### src/cis_pkg.sv
package cis_pkg;

    localparam int CIS_IW         = 12;
    localparam int CIS_PCW        = 11;
    localparam int CIS_NREG       = 32;

    // 12-bit opcode patterns of the subset
    localparam logic [11:0] OP_IDLE      = 12'h000;
    localparam logic [11:0] MSK_IDLE     = 12'hFFF;
    localparam logic [11:0] OP_JUMP      = 12'hA00;
    localparam logic [11:0] MSK_JUMP     = 12'hE00;
    localparam logic [11:0] OP_INCREMENT_FILE      = 12'h280;
    localparam logic [11:0] OP_INCSZ     = 12'h3C0;
    localparam logic [11:0] OP_ORLIT     = 12'hD00;
    localparam logic [11:0] MSK_ORLIT    = 12'hF00;
    localparam logic [11:0] OP_ORFILE    = 12'h100;
    localparam logic [11:0] OP_STORE     = 12'h020;
    localparam logic [11:0] MSK_STORE    = 12'hFE0;
    localparam logic [11:0] OP_MOVE_FILE      = 12'h200;
    localparam logic [11:0] MSK_FD       = 12'hFC0;

    localparam int FLD_DEST       = 5;
    localparam int FLD_JMP_HI     = 8;
    localparam int STAT_PAGE_HI   = 6;
    localparam int STAT_PAGE_LO   = 5;
    localparam int STAT_ZERO      = 2;
    localparam logic [4:0]  STATUS_ADDR  = 5'h03;
    localparam logic [7:0]  STATUS_RST   = 8'h18;
    localparam logic [10:0] PC_RST       = 11'h000;
    localparam logic [10:0] PC_ONE       = 11'h001;
    localparam logic [7:0]  BYTE_ONE     = 8'h01;

    typedef enum logic [3:0] {
        CIS_IDLE,
        CIS_JUMP,
        CIS_INCREMENT_FILE,
        CIS_INCSZ,
        CIS_ORLIT,
        CIS_ORFILE,
        CIS_STORE,
        CIS_MOVE_FILE,
        CIS_OTHER
    } cis_op_t;

    typedef struct packed {
        cis_op_t    op;
        logic       dest_file;
        logic [4:0] faddr;
        logic [7:0] lit;
        logic [8:0] target;
    } cis_dec_t;

endpackage : cis_pkg

### src/cis_decode.sv
`timescale 1ns/1ps
module cis_decode
    import cis_pkg::*;
(
    input  wire logic [11:0] instr_i,
    output cis_dec_t         dec_o
);

    always_comb
    begin
        dec_o.dest_file = instr_i[FLD_DEST];
        dec_o.faddr     = instr_i[4:0];
        dec_o.lit       = instr_i[7:0];
        dec_o.target    = instr_i[FLD_JMP_HI:0];
        if ((instr_i & MSK_IDLE) == OP_IDLE)
            dec_o.op = CIS_IDLE;
        else if ((instr_i & MSK_JUMP) == OP_JUMP)
            dec_o.op = CIS_JUMP;
        else if ((instr_i & MSK_ORLIT) == OP_ORLIT)
            dec_o.op = CIS_ORLIT;
        else if ((instr_i & MSK_STORE) == OP_STORE)
            dec_o.op = CIS_STORE;
        else if ((instr_i & MSK_FD) == OP_INCREMENT_FILE)
            dec_o.op = CIS_INCREMENT_FILE;
        else if ((instr_i & MSK_FD) == OP_INCSZ)
            dec_o.op = CIS_INCSZ;
        else if ((instr_i & MSK_FD) == OP_ORFILE)
            dec_o.op = CIS_ORFILE;
        else if ((instr_i & MSK_FD) == OP_MOVE_FILE)
            dec_o.op = CIS_MOVE_FILE;
        else
            dec_o.op = CIS_OTHER;
    end

endmodule : cis_decode

### src/cis_core.sv
`timescale 1ns/1ps
// Overview of operation
// RULE_01 - Jump loads its 9-bit operand into program counter bits 8 to 0.
// RULE_02 - Jump copies status bits 6 and 5 into program counter bits 10 and 9.
// RULE_03 - Jump takes two cycles and leaves every status flag unchanged.
// RULE_04 - Increment adds one to the file register, writes destination, updates zero.
// RULE_05 - Increment-skip on zero result discards prefetched word; two cycles, no flags.
// RULE_06 - OR literal combines accumulator with literal into accumulator, updates zero.
// RULE_07 - OR file combines accumulator with file register to destination, updates zero.
// RULE_08 - Destination bit 0 selects accumulator, 1 selects the file register.
// RULE_09 - Store copies the accumulator into the file register, flags untouched.
// RULE_10 - Move file copies register to destination and updates zero flag.
// RULE_11 - Zero flag is set for an all-zero result and cleared otherwise.
// RULE_12 - Idle and other non-branching instructions finish in one cycle.
module cis_core
    import cis_pkg::*;
(
    input  wire logic        clk_i,
    input  wire logic        srst_i,
    input  wire logic        ce_i,
    input  wire logic [11:0] instr_i,
    output logic      [10:0] pc_o,
    output logic      [7:0]  accum_o,
    output logic      [7:0]  status_o,
    output logic             flush_o,
    output logic             unknown_o
);

    typedef struct packed {
        logic [10:0] pc;
        logic [7:0]  accum;
        logic        flush;
        logic        refetch;
        logic        unknown;
    } cis_state_t;

    cis_state_t s_q;
    cis_state_t s_d;
    logic [7:0] regs_q [CIS_NREG];
    logic       wr_en;
    logic [4:0] wr_addr;
    logic [7:0] wr_data;
    cis_dec_t   dec;
    logic [7:0] fval;
    logic [7:0] res;

    cis_decode u_decode
    (
        .instr_i (instr_i),
        .dec_o   (dec)
    );

    assign fval = regs_q[dec.faddr];

    always_comb
    begin
        s_d     = s_q;
        wr_en   = 1'b0;
        wr_addr = dec.faddr;
        wr_data = regs_q[STATUS_ADDR];
        res     = 8'h00;
        s_d.flush   = 1'b0;
        s_d.unknown = 1'b0;
        s_d.pc      = s_q.pc + PC_ONE;
        s_d.refetch = 1'b0;
        if (s_q.flush)
        begin
            // Discarded word executes as idle; after a jump the target is fetched again
            if (s_q.refetch)
                s_d.pc = s_q.pc;
        end
        else
        begin
            case (dec.op)
                CIS_JUMP:
                begin
                    // RULE_01 RULE_02 jump target
                    s_d.pc = {regs_q[STATUS_ADDR][STAT_PAGE_HI:STAT_PAGE_LO], dec.target};
                    // RULE_03 fetched word dropped
                    s_d.flush   = 1'b1;
                    s_d.refetch = 1'b1;
                end
                CIS_INCREMENT_FILE, CIS_INCSZ, CIS_ORFILE, CIS_MOVE_FILE:
                begin
                    if (dec.op == CIS_ORFILE)
                        // RULE_07 OR with file
                        res = s_q.accum | fval;
                    else if (dec.op == CIS_MOVE_FILE)
                        // RULE_10 plain copy
                        res = fval;
                    else
                        // RULE_04 add one
                        res = fval + BYTE_ONE;
                    // RULE_08 destination select
                    if (dec.dest_file)
                    begin
                        wr_en   = 1'b1;
                        wr_data = res;
                    end
                    else
                        s_d.accum = res;
                    if (dec.op == CIS_INCSZ)
                        // RULE_05 skip on zero
                        s_d.flush = (res == 8'h00);
                    else if (!(dec.dest_file && dec.faddr == STATUS_ADDR))
                    begin
                        // RULE_11 zero flag update
                        wr_en   = 1'b1;
                        wr_addr = STATUS_ADDR;
                        wr_data = regs_q[STATUS_ADDR];
                        wr_data[STAT_ZERO] = (res == 8'h00);
                    end
                    else
                        wr_data[STAT_ZERO] = (res == 8'h00);
                end
                CIS_ORLIT:
                begin
                    // RULE_06 OR literal
                    s_d.accum = s_q.accum | dec.lit;
                    wr_en   = 1'b1;
                    wr_addr = STATUS_ADDR;
                    wr_data[STAT_ZERO] = ((s_q.accum | dec.lit) == 8'h00);
                end
                CIS_STORE:
                begin
                    // RULE_09 store accumulator
                    wr_en   = 1'b1;
                    wr_data = s_q.accum;
                end
                // RULE_12 single-cycle idle
                CIS_IDLE: ;
                default: s_d.unknown = 1'b1;
            endcase
        end
    end

    // The file write port also carries the status update; the zero flag
    // update on a write-back to another file goes to the status word, and dual_wr stores the result in the file.
    // When the written file is the status word itself, the result is written with bit 2 set to the zero flag.
    logic dual_wr;
    assign dual_wr = wr_en && wr_addr == STATUS_ADDR && dec.dest_file
                     && dec.faddr != STATUS_ADDR && !s_q.flush
                     && dec.op != CIS_INCSZ
                     && (dec.op == CIS_INCREMENT_FILE || dec.op == CIS_ORFILE || dec.op == CIS_MOVE_FILE);

    always_ff @(posedge clk_i)
    begin
        if (srst_i)
        begin
            s_q.pc      <= PC_RST;
            s_q.accum   <= 8'h00;
            s_q.flush   <= 1'b0;
            s_q.refetch <= 1'b0;
            s_q.unknown <= 1'b0;
            for (int i = 0; i < CIS_NREG; i++)
                regs_q[i] <= 8'h00;
            regs_q[STATUS_ADDR] <= STATUS_RST;
        end
        else if (ce_i)
        begin
            s_q <= s_d;
            if (wr_en)
                regs_q[wr_addr] <= wr_data;
            if (dual_wr)
                regs_q[dec.faddr] <= res;
        end
    end

    always_ff @(posedge clk_i)
    begin
        if (srst_i)
        begin
            pc_o      <= PC_RST;
            accum_o   <= 8'h00;
            status_o  <= STATUS_RST;
            flush_o   <= 1'b0;
            unknown_o <= 1'b0;
        end
        else if (ce_i)
        begin
            pc_o      <= s_d.pc;
            accum_o   <= s_d.accum;
            status_o  <= (wr_en && wr_addr == STATUS_ADDR) ? wr_data : regs_q[STATUS_ADDR];
            flush_o   <= s_d.flush;
            unknown_o <= s_d.unknown;
        end
    end

endmodule : cis_core

### config.mk
export PLATFORM = sky130hd
export DESIGN_NAME = cis_core
export DESIGN_NICKNAME = d
export VERILOG_FILES = /design/src/cis_pkg.sv /design/src/cis_decode.sv /design/src/cis_core.sv
export SDC_FILE = /design/constraint.sdc
export NUM_CORES = 1
export LEC_CHECK = 0
export ABC_AREA = 1
export BUFFER_PORTS_ARGS = -buffer_cell sky130_fd_sc_hd__buf_2
export CORE_UTILIZATION = 30
export CTS_CLUSTER_SIZE = 10
export DETAILED_ROUTE_END_ITERATION = 6
export PLACE_DENSITY = 0.41
export SLEW_MARGIN = 20
export SYNTH_ARGS = -nofsm -noshare
export SYNTH_HDL_FRONTEND = slang
export SYNTH_HIERARCHICAL = 1
export SYNTH_SLANG_ARGS = --single-unit
### constraint.sdc
create_clock -name clk_i -period 4.9 [get_ports clk_i]
set_clock_uncertainty 0.1 [all_clocks]
set_input_delay 0.98 -clock clk_i [delete_from_list [all_inputs] [get_ports clk_i]]
set_output_delay 0.98 -clock clk_i [all_outputs]
set_load 0.01 [all_outputs]
After elaboration in Yosys (flattened, before gate mapping)
Memories as Yosys holds them, arrays and structs flattened.
Index checks and enable logic that the tools add are counted.
{"block": "op_classes", "n_reduce_logical": 22, "n_bitwise": 4, "addsub": 2, "mux": 59, "eq_ne": 20}
{"cell": "$mux 8", "n": 14}
{"cell": "$mux 11", "n": 4}
{"cell": "$mux 4", "n": 8}
{"cell": "$mux 5", "n": 6}
{"cell": "$reduce_or 8->1", "n": 3}
{"cell": "$pmux 5 s2", "n": 2}
{"cell": "$mux 1", "n": 19}
{"cell": "$eq 6x4->1 const B", "n": 3}
{"cell": "$eq 4x3->1 const B", "n": 4}
{"cell": "$logic_not 8->1", "n": 2}
{"cell": "$or 8x8->8", "n": 2}
{"cell": "$pmux 8 s2", "n": 1}
{"cell": "$logic_not 12->1", "n": 1}
{"cell": "$add 11x1->11 const B", "n": 1}
{"cell": "$eq 5x2->1 const B", "n": 2}
{"cell": "$add 8x1->8 const B", "n": 1}
{"cell": "$eq 4x2->1 const B", "n": 2}
{"cell": "$eq 7x1->1 const B", "n": 1}
{"cell": "$logic_and 1x1->1", "n": 7}
{"cell": "$eq 6x3->1 const B", "n": 1}
{"cell": "$ne 5x2->1 const B", "n": 1}
{"cell": "$eq 4x1->1 const B", "n": 1}
{"cell": "$eq 4x4->1 const B", "n": 1}
{"cell": "$logic_not 4->1", "n": 1}
{"cell": "other kinds (16)", "n": 19}
{"block": "totals", "n_memories": 1, "mem_bits_rw": 256, "ff_bits": 30, "in_bits": 15}
{"memory": "regs_q", "words": 32, "width": 8, "rd": 2, "rd_clocked_by_memory_dff": 0, "write_ports": 32, "line_no": "cis_core.sv:39", "text": "logic [7:0] regs_q [CIS_NREG];"}

Longest topological paths before layout
{"block": "logic_depth", "ltp_word": 26, "depth_mapped": 30, "depth_no_buf": 28}

By module
The synthesis kept the hierarchy.
{"mod": "cis_core", "n_inst": 1, "seq_area_each_um2": 8287.9, "area_per_inst_um2": 15603.7, "cells_per_inst": 1823}
{"mod": "cis_decode", "n_inst": 1, "seq_area_each_um2": 0.0, "area_per_inst_um2": 354.1, "cells_per_inst": 58}

Worst setup path after synthesis
OpenSTA, ideal clock, no wires.
{"block": "synth_path", "kind": "input to register", "start": "input instr_i[10]", "end": "memory regs_q[10][0] (enable)", "cell_stages": 19, "n_path_buf": 0, "arrival_time_ns": 3.365, "setup_time_ns": 0.337, "slack_ns": 1.098, "t_required_ns": 4.463, "path_cell_list": "nor2_2 > nand2_1 > nor2_4 > nor2_2 > o21ai_0 > inv_1 > nor3_2 > inv_1 > nand2_1 > o21ai_1 > a21oi_1 > inv_1 > nor2_1 > inv_1 > nor4_1 > inv_2 > nor2_1 > inv_1 > nand3_1"}
{"element": "start: declaration", "line_no": "cis_core.sv:21", "text": "input wire logic [11:0] instr_i,"}
{"element": "end: declaration", "line_no": "cis_core.sv:39"}

==> impl_results.md <==
- Cell Pwr Density: 329 nW/um^2
- Final nets: 1904
- Number of fillers in the final layout: 5513
- Clock root buffer: clkbuf_16
- First-pass GRT wire length: 94.6 mm
- Setup WS pre-CTS: 0.170 ns
- Final setup violation count: 0
- Most used cell, CP: nor2_1
- Routability Congestion: 0.885
- CTS Hold Buffers Added: 0
- Die Width: 233 um
- Via count: 14200
- Vias in the first global route: 14000
- Top FF cell, synth: edfxtp_1
- Die H: 233 um
- Seq cells post-synth: 286
- Synth Warn #: 6
- Row cnt: 84
- List of most frequent post-synthesis cells: nand2_1 (676), edfxtp_1 (256), o22ai_1 (158)
- CP cell instances: buf_2, nor2_1, nand3_1, nor2_1, nor2_2, nand2_1, nor2_1, nor2_1, inv_1, nor3_2, inv_1, nand2_1, o21ai_1, a21oi_1, inv_1, nor2_1, inv_1, nor2_1, inv_1, nor2_1, inv_1, nand3_1
- Arr. time, crit path: 4.35 ns
- CP top delay family: simple AND/OR/NAND/NOR gates
- Crit path time final: 4.23 ns
- Initial antenna violation count: 0
- Die area: 54100 um^2
- Worst-Skew Late Latency: 0.56 ns
- CP required: 5.01 ns
- Setup bufs post-CTS: 0
- CP Buf/Inv Count: 7
- Synthesized area: 16000 um^2
- Pre-antenna DRT Iters: 5
- RSZ-0062 raised after global routing: false
- Number of flops mapped to enable cells by yosys: 256
- PortBufs: 43
- Leakage: 6.91 nW
- Endpoint type of the worst setup path: flop
- Hold Path Class: flop to flop
- Clock sinks: 286
- CP max stage cell: inv_1
- Io pins: 44
- Antenna Nets Post-Route: 0
- Mapped Cells: 1881
- WL per Instance: 25.1 um
- Initial DRC count: 1356
- Setup TNS: 0 ns
- Worst VDD drop: 0.000205 V
- Grt ovf: 0
- Core box area: 52600 um^2
- Final HPWL DP: 41.9 mm
- Clock Path Buffers: 3
- Slew @ Worst Pin: 0.940 ns
- Final WS setup: 0.666 ns
- Crit start category: input port
- Worst R2R Setup Slack: 1.49 ns
- Initial core utilization: 30.4%
- Number of max-cap violations: 0
- Via density: 5.45
- Post-CTS sizing: 0
- Synthesized area per cell: 8.48 um^2
- DRC: 0
- Most common cell in the netlist: nand2_1
- TritonCTS buffer count: 38
- Async set-reset flop share out of synthesis: 0%
- Final Total Pwr: 5.99 mW
- Final wirelength: 65.2 mm
- Synth area leaders: edfxtp_1 (48%), nand2_1 (16%), o22ai_1 (6.2%), dfxtp_1 (3.8%), o21ai_0 (2.7%)
- # H-tree levels: 2
- CP Max Fanout: 8
- Syn_nets: 1898
- Cell taking the most area after synthesis: edfxtp_1
- Rel. slew slack: 37.1%
- Synthesis-to-finish area growth: 14.1%
- GRT Total Usage: 24.1%
- Area fraction of the dominant cell type after synthesis: 48.2%
- WS Path Type: input port to flop
- Post-synthesis sequential area ratio: 51.9%
- Largest net degree at the start of global routing: 39
- Outcome: finished, final reports clean
- Max stage delay on crit path: 0.35 ns
- Post-synthesis cell type count: 52
- Final Hold Viols: 0
- Slew Viols, Final: 0
- Peak Freq: 0.236 GHz
- Layout cell share with drive strength beyond 1: 12.2%
- CTS tree: done
- Final period utilization: 86.4%
- Ant. Diodes: 0
- CTS clock-pin slew for the worst setup and hold paths: 0.05 ns
==> layer usage <==
layer / part of all wire [%] / GRT usage, % / vias to the layer above / wire length (um)
li1: - / - / 6507 / -
met3: 6.3 / 3.25 / 136 / 4140
met4: 4.0 / 10.7 / 0 / 2640
met5: 0 / 0 / - / 0
met2: 47 / 40.1 / 581 / 30800
met1: 42 / 31.2 / 6938 / 27700
==> state kept, by name, summed over array words and instances, names as in the netlist <==
register	flops
accum_o	8
flush_o	1
pc_o	11
regs_q	256
s_q	1
status_o	8
unknown_o	1
==> report_power, final <==
group,internal [mW],switching [mW]
Sequential,2.73,0.0367
Combinational,0.145,0.399
Clock,1.59,1.09
==> worst paths after layout <==
kind / startpoint / endpoint / cells past startpoint
setup / recovery: instr_i[3] / regs_q[7][6] / 22
hold / removal: status_o[7] / status_o[7] / 2
setup reg to reg: regs_q[4][1] / regs_q[27][6] / 22
hold reg to reg: status_o[7] / status_o[7] / 2
==> metrics by stage <==
step / utilization, % / instances / hold slack [ns] / cell area (um^2)
2_1_floorplan: - / 1881 / 0.356 / 16000
3_3_place_gp: 32.4 / 2535 / 0.352 / 17000
3_5_place_dp: 32.4 / 2535 / 0.353 / 17000
4_1_cts: 34.6 / 2599 / 0.367 / 18200
5_1_grt: 34.6 / 2599 / 0.381 / 18200
6_report: 34.6 / 2599 / 0.362 / 18200
==> logic make-up (layout without fill, tap and decap cells) <==
group,Yosys count,in the layout,synth area share (%)
XOR/XNOR,3,3,0.165
AO/OA/AOI/OAI,402,402,16.2
buffers and inverters,271,301,8.47
flip-flops,286,286,51.9
multiplexers,1,1,0.0627
adder cells (fa/ha/maj),2,2,0.157
AND/OR/NAND/NOR,916,916,23.0
==> placed cells by master (no fill, tap or decap), types with 14 or more instances in the layout <==
| cell | n |
|---|---|
| buf_12 | 26 |
| o22ai_2 | 29 |
| inv_2 | 14 |
| o22ai_1 | 158 |
| a21oi_1 | 65 |
| dfxtp_1 | 30 |
| nor2_1 | 116 |
| edfxtp_1 | 256 |
| buf_4 | 47 |
| inv_1 | 105 |
| o21ai_0 | 87 |
| clkbuf_16 | 39 |
| a22oi_1 | 17 |
| buf_2 | 42 |
| nand3_1 | 75 |
| nand2_1 | 676 |
==> worst reg2reg max path, stage by stage (launching register included) <==
cell,delay [ns]
edfxtp_1,0.38
nand2_1,0.08
nand2_1,0.12
nand2_1,0.09
nand3_1,0.17
nand2_1,0.11
nand2_1,0.05
nor2_1,0.28
nand2_1,0.13
ha_1,0.19
nand2_1,0.08
inv_1,0.04
nand2_1,0.10
nor2_1,0.08
nand2_1,0.08
nand2_1,0.04
nand2_1,0.14
nand2_1,0.07
o211ai_1,0.09
o221ai_1,0.16
inv_1,0.12
buf_12,0.27
o22ai_1,0.18
==> layout make-up <==
type | count | area, um^2 | area share (%)
tap | 688 | 861 | 4.73
clock inverter | 14 | 110 | 0.605
inverter | 122 | 460 | 2.53
sequential | 286 | 8290 | 45.5
multi-input combinational | 1324 | 6360 | 34.9
clock buffer | 50 | 1050 | 5.75
timing repair buffer | 115 | 1080 | 5.95
Note: power is estimated with default switching activity, not from simulation.
